**src/design/pir_regs.svh**
```systemverilog
// Register offsets, field positions and reset values of the priority resolver
`ifndef PIR_REGS_SVH
`define PIR_REGS_SVH
// Word indices; byte address is index times four
`define PIR_IDX_PRIO_A 4'h0
`define PIR_IDX_PRIO_B 4'h1
`define PIR_IDX_VEC_WDT 4'h2
`define PIR_IDX_VEC_A 4'h3
`define PIR_IDX_VEC_B 4'h4
`define PIR_IDX_VEC_C 4'h5
`define PIR_IDX_VEC_D 4'h6
`define PIR_IDX_VEC_E 4'h7
`define PIR_IDX_VEC_F 4'h8
`define PIR_IDX_STAT 4'h9
`define PIR_IDX_CLR 4'hA
`define PIR_IDX_EN 4'hB
`define PIR_NUM_CFG 9
// Writable bits per configuration word
`define PIR_WMASK_PRIO_A 16'hFFF0
`define PIR_WMASK_PRIO_B 16'hFF00
`define PIR_WMASK_VEC_2 16'h7F7F
`define PIR_WMASK_VEC_1 16'h7F00
`define PIR_RST_CFG 16'h0000
`define PIR_RST_STAT 13'h0000
// Field positions
`define PIR_FLD_HI 15:12
`define PIR_FLD_MID 11:8
`define PIR_FLD_LO 7:4
`define PIR_VEC_HI 14:8
`define PIR_VEC_LO 6:0
`define PIR_EXT_RANGE_BIT 7
`define PIR_STAT_EXT 12
`define PIR_NUM_SRC 12
`endif

```
**src/design/pir_pkg.sv**
```systemverilog
// Types shared by the priority resolver files
package pir_pkg;
    typedef logic [3:0] pir_lvl_type;   // Four-bit level, 0 lowest
    typedef logic [6:0] pir_vec_type;   // Vector number 0..127
    // Request offered to the core exception logic
    typedef struct packed {
        logic valid;
        pir_lvl_type level;
        pir_vec_type vector;
        logic [3:0] source;
    } pir_offer_type;
    // Offer sequencer, Gray coded along idle, offer, load
    typedef enum logic [1:0] {
        PIR_ST_IDLE = 2'b00,
        PIR_ST_OFFER = 2'b01,
        PIR_ST_LOAD = 2'b11
    } pir_state_type;
endpackage : pir_pkg

```
**src/design/pir_resolver.sv**
```systemverilog
// Combinational ranking of peripheral requests by level and default order
`timescale 1ns/1ps
`default_nettype none
`include "pir_regs.svh"
module pir_resolver (
    input wire logic [11:0] req, // Pending requests, index 0 ranks first
    input wire pir_pkg::pir_lvl_type lvl [12], // Programmed level per source
    input wire pir_pkg::pir_lvl_type mask, // Current core mask level
    output logic win_valid, // Some request beats the mask
    output logic [3:0] win_idx, // Winning source index
    output pir_pkg::pir_lvl_type win_level // Winning level
);
    // Plain unsigned compare: code 0 lowest, 15 highest
    function automatic logic above(input pir_pkg::pir_lvl_type a, input pir_pkg::pir_lvl_type b);
        above = a > b;
    endfunction : above

    // ========================================================
    // Ranking
    // ========================================================
    // Walk from the last source upward; a tie goes to the lower index,
    // which carries the fixed default order between and within modules
    always_comb
    begin
        win_valid = 1'b0;
        win_idx = 4'h0;
        win_level = 4'h0;
        for (int i = `PIR_NUM_SRC - 1; i >= 0; i--)
        begin
            // Level zero never beats a mask of zero or more
            if (req[i] && above(lvl[i], mask) && (!win_valid || !above(win_level, lvl[i])))
            begin
                win_valid = 1'b1;
                win_idx = 4'(i);
                win_level = lvl[i];
            end
        end
    end
endmodule : pir_resolver
`default_nettype wire

```
**src/design/pir_top.sv**
```systemverilog
// Peripheral interrupt priority resolver with AHB-Lite register slave
//
// The implementer's own choices: the AHB-Lite register port and the register offsets.
`timescale 1ns/1ps
`default_nettype none
`include "pir_regs.svh"
module pir_top (
    input wire logic hclk, // System clock, 200 MHz
    input wire logic hresetn, // Power-on reset, async
    input wire logic manual_reset_n, // Manual reset pin
    input wire logic hsel, // AHB slave select
    input wire logic [31:0] haddr, // AHB address
    input wire logic [1:0] htrans, // AHB transfer type
    input wire logic hwrite, // AHB write
    input wire logic [2:0] hsize, // AHB size, word only
    input wire logic [31:0] hwdata, // AHB write data
    input wire logic hready, // AHB bus ready
    output logic hreadyout, // Always ready
    output logic hresp, // Always OKAY
    output logic [31:0] hrdata, // Read data
    input wire logic [11:0] periph_req, // Peripheral request levels
    input wire pir_pkg::pir_lvl_type cur_mask, // Core mask level field now
    input wire logic cpu_ack, // Core accepts the offer
    output pir_pkg::pir_offer_type offer, // Request to the core
    output logic mask_load, // Pulse: load mask field
    output pir_pkg::pir_lvl_type mask_value, // Level to load
    input wire logic [7:0] ext_vec_in, // Externally fetched vector
    input wire logic ext_vec_strobe, // Fetched vector valid
    output pir_pkg::pir_vec_type ext_vec_out, // Fetched vector, 0..127
    output logic irq // Enabled status pending
);
    // ========================================================
    // Manual reset synchroniser
    // ========================================================
    logic mrst_s1_q;    // First stage, read only by second
    logic mrst_s2_q;    // Synchronised manual reset level
    always_ff @(posedge hclk or negedge hresetn)
    begin
        if (!hresetn)
        begin
            mrst_s1_q <= 1'b0;
            mrst_s2_q <= 1'b0;
        end
        else
        begin
            mrst_s1_q <= manual_reset_n;
            mrst_s2_q <= mrst_s1_q;
        end
    end
    wire logic soft_clr = !mrst_s2_q;   // Manual reset clears the configuration words only

    // ========================================================
    // AHB-Lite slave
    // ========================================================
    logic [15:0] cfg_q [`PIR_NUM_CFG];  // Levels and vector words by index
    logic [12:0] stat_q;                // Sticky events
    logic [12:0] en_q;                  // Event enables
    logic wr_pend_q;                    // Write data phase pending
    logic [3:0] wr_idx_q;               // Index of pending write
    logic [31:0] hrdata_q;              // Read data flop
    wire logic addr_ok = hsel && hready && htrans[1];
    wire logic [3:0] addr_idx = haddr[5:2];
    wire logic addr_hit = (haddr[31:6] == 26'h000_0000) && (haddr[1:0] == 2'b00);

    // Writable bits; reserved bits never store, so they read zero
    function automatic logic [15:0] wmask(input logic [3:0] idx);
        unique case (idx)
            `PIR_IDX_PRIO_A: wmask = `PIR_WMASK_PRIO_A;
            `PIR_IDX_PRIO_B: wmask = `PIR_WMASK_PRIO_B;
            `PIR_IDX_VEC_D, `PIR_IDX_VEC_E: wmask = `PIR_WMASK_VEC_1;
            default: wmask = `PIR_WMASK_VEC_2;
        endcase
    endfunction : wmask

    // Read decode; unmapped words read zero
    function automatic logic [31:0] rd_word(input logic [3:0] idx);
        if (idx < 4'(`PIR_NUM_CFG))
            rd_word = {16'h0000, cfg_q[idx]};
        else if (idx == `PIR_IDX_STAT)
            rd_word = {19'h0_0000, stat_q};
        else if (idx == `PIR_IDX_EN)
            rd_word = {19'h0_0000, en_q};
        else
            rd_word = 32'h0000_0000;
    endfunction : rd_word

    wire logic wr_cfg = wr_pend_q && (wr_idx_q < 4'(`PIR_NUM_CFG));
    wire logic wr_clr = wr_pend_q && (wr_idx_q == `PIR_IDX_CLR);
    wire logic wr_en = wr_pend_q && (wr_idx_q == `PIR_IDX_EN);

    // Address phase capture and read data; zero wait states
    always_ff @(posedge hclk or negedge hresetn)
    begin
        if (!hresetn)
        begin
            wr_pend_q <= 1'b0;
            wr_idx_q <= 4'h0;
            hrdata_q <= 32'h0000_0000;
        end
        else
        begin
            wr_pend_q <= addr_ok && hwrite && addr_hit;
            wr_idx_q <= addr_idx;
            if (addr_ok && !hwrite)
                hrdata_q <= addr_hit ? rd_word(addr_idx) : 32'h0000_0000;
        end
    end
    assign hreadyout = 1'b1;
    assign hresp = 1'b0;
    assign hrdata = hrdata_q;

    // Configuration words: zero on either reset, no standby input touches them
    always_ff @(posedge hclk or negedge hresetn)
    begin
        if (!hresetn)
        begin
            for (int i = 0; i < `PIR_NUM_CFG; i++)
                cfg_q[i] <= `PIR_RST_CFG;
        end
        else if (soft_clr)
        begin
            for (int i = 0; i < `PIR_NUM_CFG; i++)
                cfg_q[i] <= `PIR_RST_CFG;
        end
        else if (wr_cfg)
            cfg_q[wr_idx_q] <= hwdata[15:0] & wmask(wr_idx_q);
    end

    // ========================================================
    // Level and vector fan-out
    // ========================================================
    pir_pkg::pir_lvl_type lvl [`PIR_NUM_SRC];   // Level per source
    pir_pkg::pir_vec_type vec [`PIR_NUM_SRC];   // Vector per source
    assign lvl[0] = cfg_q[`PIR_IDX_PRIO_A][`PIR_FLD_HI];
    assign lvl[1] = cfg_q[`PIR_IDX_PRIO_A][`PIR_FLD_MID];
    assign lvl[2] = cfg_q[`PIR_IDX_PRIO_A][`PIR_FLD_MID];
    assign lvl[3] = cfg_q[`PIR_IDX_PRIO_A][`PIR_FLD_LO];
    assign lvl[4] = cfg_q[`PIR_IDX_PRIO_A][`PIR_FLD_LO];
    assign lvl[5] = cfg_q[`PIR_IDX_PRIO_B][`PIR_FLD_HI];
    assign lvl[6] = cfg_q[`PIR_IDX_PRIO_B][`PIR_FLD_HI];
    assign lvl[7] = cfg_q[`PIR_IDX_PRIO_B][`PIR_FLD_HI];
    assign lvl[8] = cfg_q[`PIR_IDX_PRIO_B][`PIR_FLD_HI];
    assign lvl[9] = cfg_q[`PIR_IDX_PRIO_B][`PIR_FLD_MID];
    assign lvl[10] = cfg_q[`PIR_IDX_PRIO_B][`PIR_FLD_MID];
    assign lvl[11] = cfg_q[`PIR_IDX_PRIO_B][`PIR_FLD_MID];
    // Vectors are programmed, never fixed
    assign vec[0] = cfg_q[`PIR_IDX_VEC_E][`PIR_VEC_HI];
    assign vec[1] = cfg_q[`PIR_IDX_VEC_F][`PIR_VEC_HI];
    assign vec[2] = cfg_q[`PIR_IDX_VEC_F][`PIR_VEC_LO];
    assign vec[3] = cfg_q[`PIR_IDX_VEC_WDT][`PIR_VEC_HI];
    assign vec[4] = cfg_q[`PIR_IDX_VEC_WDT][`PIR_VEC_LO];
    assign vec[5] = cfg_q[`PIR_IDX_VEC_A][`PIR_VEC_HI];
    assign vec[6] = cfg_q[`PIR_IDX_VEC_A][`PIR_VEC_LO];
    assign vec[7] = cfg_q[`PIR_IDX_VEC_B][`PIR_VEC_HI];
    assign vec[8] = cfg_q[`PIR_IDX_VEC_B][`PIR_VEC_LO];
    assign vec[9] = cfg_q[`PIR_IDX_VEC_C][`PIR_VEC_HI];
    assign vec[10] = cfg_q[`PIR_IDX_VEC_C][`PIR_VEC_LO];
    assign vec[11] = cfg_q[`PIR_IDX_VEC_D][`PIR_VEC_HI];

    logic win_valid;                    // Winner beats mask
    logic [3:0] win_idx;                // Winner index
    pir_pkg::pir_lvl_type win_level;    // Winner level
    pir_resolver u_resolver (
        .req(periph_req),
        .lvl(lvl),
        .mask(cur_mask),
        .win_valid(win_valid),
        .win_idx(win_idx),
        .win_level(win_level)
    );

    // ========================================================
    // Offer sequencer
    // ========================================================
    pir_pkg::pir_state_type state_q;    // Sequencer state
    pir_pkg::pir_offer_type offer_q;    // Registered offer
    pir_pkg::pir_lvl_type mask_q;       // Level handed to the core
    wire logic accept = (state_q == pir_pkg::PIR_ST_OFFER) && cpu_ack;
    wire pir_pkg::pir_offer_type win_offer = {win_valid, win_level, vec[win_idx], win_idx};
    // Offer tracks the current winner; the load state gives the core one
    // cycle to update its mask before a new offer could race it
    always_ff @(posedge hclk or negedge hresetn)
    begin
        if (!hresetn)
        begin
            state_q <= pir_pkg::PIR_ST_IDLE;
            offer_q <= '0;
            mask_q <= 4'h0;
        end
        else
        begin
            unique case (state_q)
                pir_pkg::PIR_ST_IDLE:
                begin
                    offer_q <= win_offer;
                    if (win_valid)
                        state_q <= pir_pkg::PIR_ST_OFFER;
                end
                pir_pkg::PIR_ST_OFFER:
                begin
                    // Accepted level goes to the core mask field
                    if (cpu_ack)
                    begin
                        mask_q <= offer_q.level;
                        offer_q <= '0;
                        state_q <= pir_pkg::PIR_ST_LOAD;
                    end
                    else
                    begin
                        offer_q <= win_offer;
                        if (!win_valid)
                            state_q <= pir_pkg::PIR_ST_IDLE;
                    end
                end
                pir_pkg::PIR_ST_LOAD:
                    state_q <= pir_pkg::PIR_ST_IDLE;
            endcase
        end
    end
    assign offer = offer_q;
    assign mask_load = (state_q == pir_pkg::PIR_ST_LOAD);
    assign mask_value = mask_q;

    // ========================================================
    // External vector and event status
    // ========================================================
    pir_pkg::pir_vec_type ext_vec_q;    // Fetched vector, range forced
    wire logic ext_bad = ext_vec_strobe && ext_vec_in[`PIR_EXT_RANGE_BIT];
    wire logic [12:0] ev_set = {ext_bad, accept ? 12'(12'h001 << offer_q.source) : 12'h000};
    // Set wins over a clear in the same cycle
    always_ff @(posedge hclk or negedge hresetn)
    begin
        if (!hresetn)
        begin
            ext_vec_q <= 7'h00;
            stat_q <= `PIR_RST_STAT;
            en_q <= `PIR_RST_STAT;
        end
        else
        begin
            if (ext_vec_strobe)
                ext_vec_q <= ext_vec_in[`PIR_VEC_LO];
            stat_q <= (stat_q & ~(wr_clr ? hwdata[12:0] : 13'h0000)) | ev_set;
            if (wr_en)
                en_q <= hwdata[12:0];
        end
    end
    assign ext_vec_out = ext_vec_q;
    assign irq = |(stat_q & en_q);
endmodule : pir_top
`default_nettype wire

```
**config.mk**
```make
export PLATFORM = sky130hd
export DESIGN_NAME = pir_top
export DESIGN_NICKNAME = d
export VERILOG_FILES = /design/src/design/pir_pkg.sv /design/src/design/pir_resolver.sv /design/src/design/pir_top.sv
export VERILOG_INCLUDE_DIRS = /design/src /design/src/design
export SDC_FILE = /design/constraint.sdc
export NUM_CORES = 1
export LEC_CHECK = 0
export BUFFER_PORTS_ARGS = -buffer_cell sky130_fd_sc_hd__buf_2
export CAP_MARGIN = 20
export CORE_ASPECT_RATIO = 1.75
export CORE_MARGIN = 3
export CORE_UTILIZATION = 40
export CTS_CLUSTER_DIAMETER = 30
export DETAILED_ROUTE_END_ITERATION = 10
export MAX_ROUTING_LAYER = met4
export PLACE_DENSITY_LB_ADDON = 0.12
export RECOVER_POWER = 100
export SLEW_MARGIN = 15
export SYNTH_ARGS = -nofsm -noshare
export SYNTH_HDL_FRONTEND = slang
export SYNTH_HIERARCHICAL = 1
export SYNTH_SLANG_ARGS = --single-unit
```
**constraint.sdc**
```tcl
create_clock -name hclk -period 16.4 [get_ports hclk]
set_input_delay 1.64 -clock hclk [delete_from_list [all_inputs] [get_ports hclk]]
set_output_delay 1.64 -clock hclk [all_outputs]
set_load 0.01 [all_outputs]
```
==> results.py <==
metrics = {
    "outcome": {
        "status": "finished, violations left",
        "violations": "max-capacitance violations, max-slew violations, negative setup slack",
    },
    "timing": {
        "timing.final.hold_violations": 0,
        "slew-limit-headroom_pct": -264.8,
        "skew_ns": 0.02619,
        "fin_ws_ns": -1.179,
        "hold_slack_ns": 0.3393,
        "drv_slew": 529,
        "finalCritPeriodShare_pct": 107.2,
        "fin_setup_tns_ns": -10.91,
        "setup_viol": 15,
        "fmax_mhz": 56.89,
        "fin_crit_ns": 17.58,
        "grt_setup_unrepaired": "true",
        "tightest_slew_ns": 5.472,
    },
    "clock_network": {
        "cts_hold_buf": 0,
        "h-tree-depth": 2,
        "cts_sinks": 222,
        "numCtsBuffers": 37,
        "clock_tree.buffer_depth": 3,
        "clock_latency_ns": 0.54,
        "clk_pin_slew_ns": 0.06,
        "root_buffer": "clkbuf_16",
        "cts_tree": "built",
    },
    "die": {
        "boundaryPins": 164,
        "dieArea_um2": 38860,
        "start_util_pct": 40.91,
        "die_h_um": 258.5,
        "core_um2": 35640,
        "rows": 91,
        "die_w_um": 150.3,
    },
    "worst_setup_path": {
        "crit_type": "in -> reg",
        "timing.rr.start": "cfg_q[121]",
        "cp.arrival_ns": 17.98,
        "crit_path_frequent_cell": "o21ai_2",
        "critPathBufInv": 12,
        "slowest_stage": "a221oi_4",
        "cp_top_family": "compound AO/OA/AOI/OAI gates",
        "end_kind": "flip-flop",
        "worstSetupStartpointType": "primary input",
        "crit-reg2reg-capture": "offer[6]",
        "worstPathMaxFanout": 7,
        "r2r_cells": 104,
        "cp_data_required_time_ns": 16.80,
        "regToRegSetupSlack_ns": -0.33,
        "max_stage_delay_ns": 0.36,
    },
    "global_routing": {
        "gr-total-overflow": 0,
        "grt_pass1_wl_um": 82610,
        "grt_usage_pct": 28.87,
        "grt_max_degree": 100,
        "antenna_found_initial": 1,
        "grt_pass1_vias": 13830,
    },
    "final_layout": {
        "layout.cells.non_filler": 2338,
        "layout_commonest_cell": "nand2_1",
        "synthToLayoutAreaGrowth_pct": 33.58,
        "n_fill_cell": 3226,
        "drive_gt1_share_pct": 31.14,
        "fin_nets": 2037,
        "layout_common_cells": "nand2_1, dfrtp_1, buf_4",
        "fin_area_um2": 19470,
    },
    "drt": {
        "num_vias": 13450,
        "drc": 0,
        "antenna_left": 0,
        "drtPass1Iterations": 5,
        "wirelength_um": 56010,
        "drt_iter0_drc": 861,
        "routedWlPerCell_um": 23.96,
        "viasPerCell": 5.753,
    },
    "placement": {
        "place_congestion": 0.9328,
        "hpwlAfterDp_um": 38840,
        "port_buffers": 125,
        "placedCellCount": 2180,
        "placed_area_um2": 16480,
    },
    "flow_run": {
        "cap_violations": 10,
    },
    "yosys": {
        "synth_edf_count": 0,
        "yosysTopAreaCell": "dfrtp_1",
        "ys_seq_area_share_pct": 38.11,
        "synth_ff_type": "dfrtp_1",
        "syn_inst": 1551,
        "synth-seq-cells": 222,
        "avgSynthCellArea_um2": 9.399,
        "ys_async_sr_fraction_pct": 100.0,
        "synth_top_area_share_pct": 38.11,
        "synth_warnings": 6,
        "netlist-cell-type-count": 82,
        "synth_area_leaders": "dfrtp_1, ha_1, nand2_1",
        "synthesis.area_um2": 14580,
    },
    "worst_hold_path": {
        "min_to": "mrst_s2_q",
        "holdPathStages": 0,
        "hold_path_class": "reg -> reg",
        "holdCritStartpoint": "mrst_s1_q",
    },
    "power": {
        "p_leak_nw": 8.854,
        "vdd_drop_max_uv": 87.88,
        "power.density_nw_per_um2": 84.02,
    },
}
where the power goes:
group          leakage [nW]  switching (mW)  internal, mW  total (mW)
Clock                 0.606           0.302         0.491       0.793
Combinational          5.20           0.139         0.111       0.250
Sequential             3.04          0.0262         0.567       0.593
Total                  8.85           0.467          1.17        1.64
layer usage:
layer	routed length (µm)	vias up	part of all wire [%]	GRT usage, %
met3	2722	195	4.9	3.569
met1	19660	6586	35	30.34
met5	0	-	0	-
li1	-	6156	-	-
met2	29320	513	52	50.67
met4	4305	0	7.7	17.89
what timing repair did:
item                                    in CTS  in global routing
gates resized for setup                    121                109
endpoints found under the setup margin      15                 15
buffers inserted                            55                 39
cloned                                       3                  0
pin swaps                                   44                 53
cell type report:
class | instances | area [µm²] | share of cell area [%]
diodes | 1 | 2.502 | 0.01285
clock buffers | 42 | 954.7 | 4.903
clock inverters | 25 | 300.3 | 1.542
inverters | 70 | 266.5 | 1.369
multi-input cells | 1164 | 9298 | 47.75
flip-flops and latches | 222 | 5555 | 28.53
well taps | 465 | 581.8 | 2.988
repair buffers | 349 | 2514 | 12.91
registers in the layout, indices dropped and copies added, names as in the netlist, 2 cells and up:
signal	flops
cfg_q	144
en_q	13
ext_vec_out	7
hrdata	16
mask_value	4
offer	16
stat_q	13
state_q	2
wr_idx_q	4
Yosys cell counts, drive strengths merged, types with 7 or more instances:
master	instances
a22o	15
a2bb2oi	12
nor2b	58
clkbuf	55
o21ai	73
buf	56
o2111ai	12
o21a	15
a21oi	51
nand4	14
o211ai	9
nand2	272
o22ai	24
nor3	7
inv	70
mux2i	57
nor4	12
a21o	7
a21boi	82
a221o	20
nand3	18
nor2	49
and3	47
ha	92
dfrtp	222
a211oi	7
mux4	13
mux2	56
and2	27
a2111oi	14
nand2b	13
worst reg2reg max path: cells and delay by family, from the launching register on:
| family | cells | cell delay, ns |
|---|---|---|
| AND/OR/NAND/NOR | 22 | 2.27 |
| multiplexers | 4 | 1.05 |
| AO/OA/AOI/OAI | 56 | 8.60 |
| buffers and inverters | 10 | 1.28 |
| adder cells (fa/ha/maj) | 12 | 2.95 |
| flip-flops | 1 | 0.43 |
cells by family after synthesis:
family,Yosys count,synth area share [%]
compound gates,399,20.33
flops,222,38.11
fa+ha+maj,92,7.896
simple gates,529,17.53
mux,126,10.33
buf+inv,181,5.759
other cells,2,0.05152
worst max path at each step:
stage / start / to / slack (ns) / cells after the start
after floorplan: cur_mask[1] / offer[9] / -1.59 / 109
after global placement: cur_mask[1] / offer[4] / -1.82 / 103
after detailed placement: cur_mask[1] / offer[7] / -2.17 / 104
after CTS: cur_mask[1] / offer[4] / -0.88 / 107
after global routing: cur_mask[1] / offer[6] / -1.96 / 106
final: cur_mask[1] / offer[6] / -1.18 / 106
through the flow:
step	setup WS (ns)	total power [mW]	util [%]
after floorplan	-1.591	0.7064	-
after global placement	-1.816	0.7997	46.19
after detailed placement	-2.168	0.8026	46.25
after CTS	-0.8833	1.629	52.70
after global routing	-1.965	1.690	54.64
final	-1.179	1.636	54.64
Power figures use the tool's default switching activity.
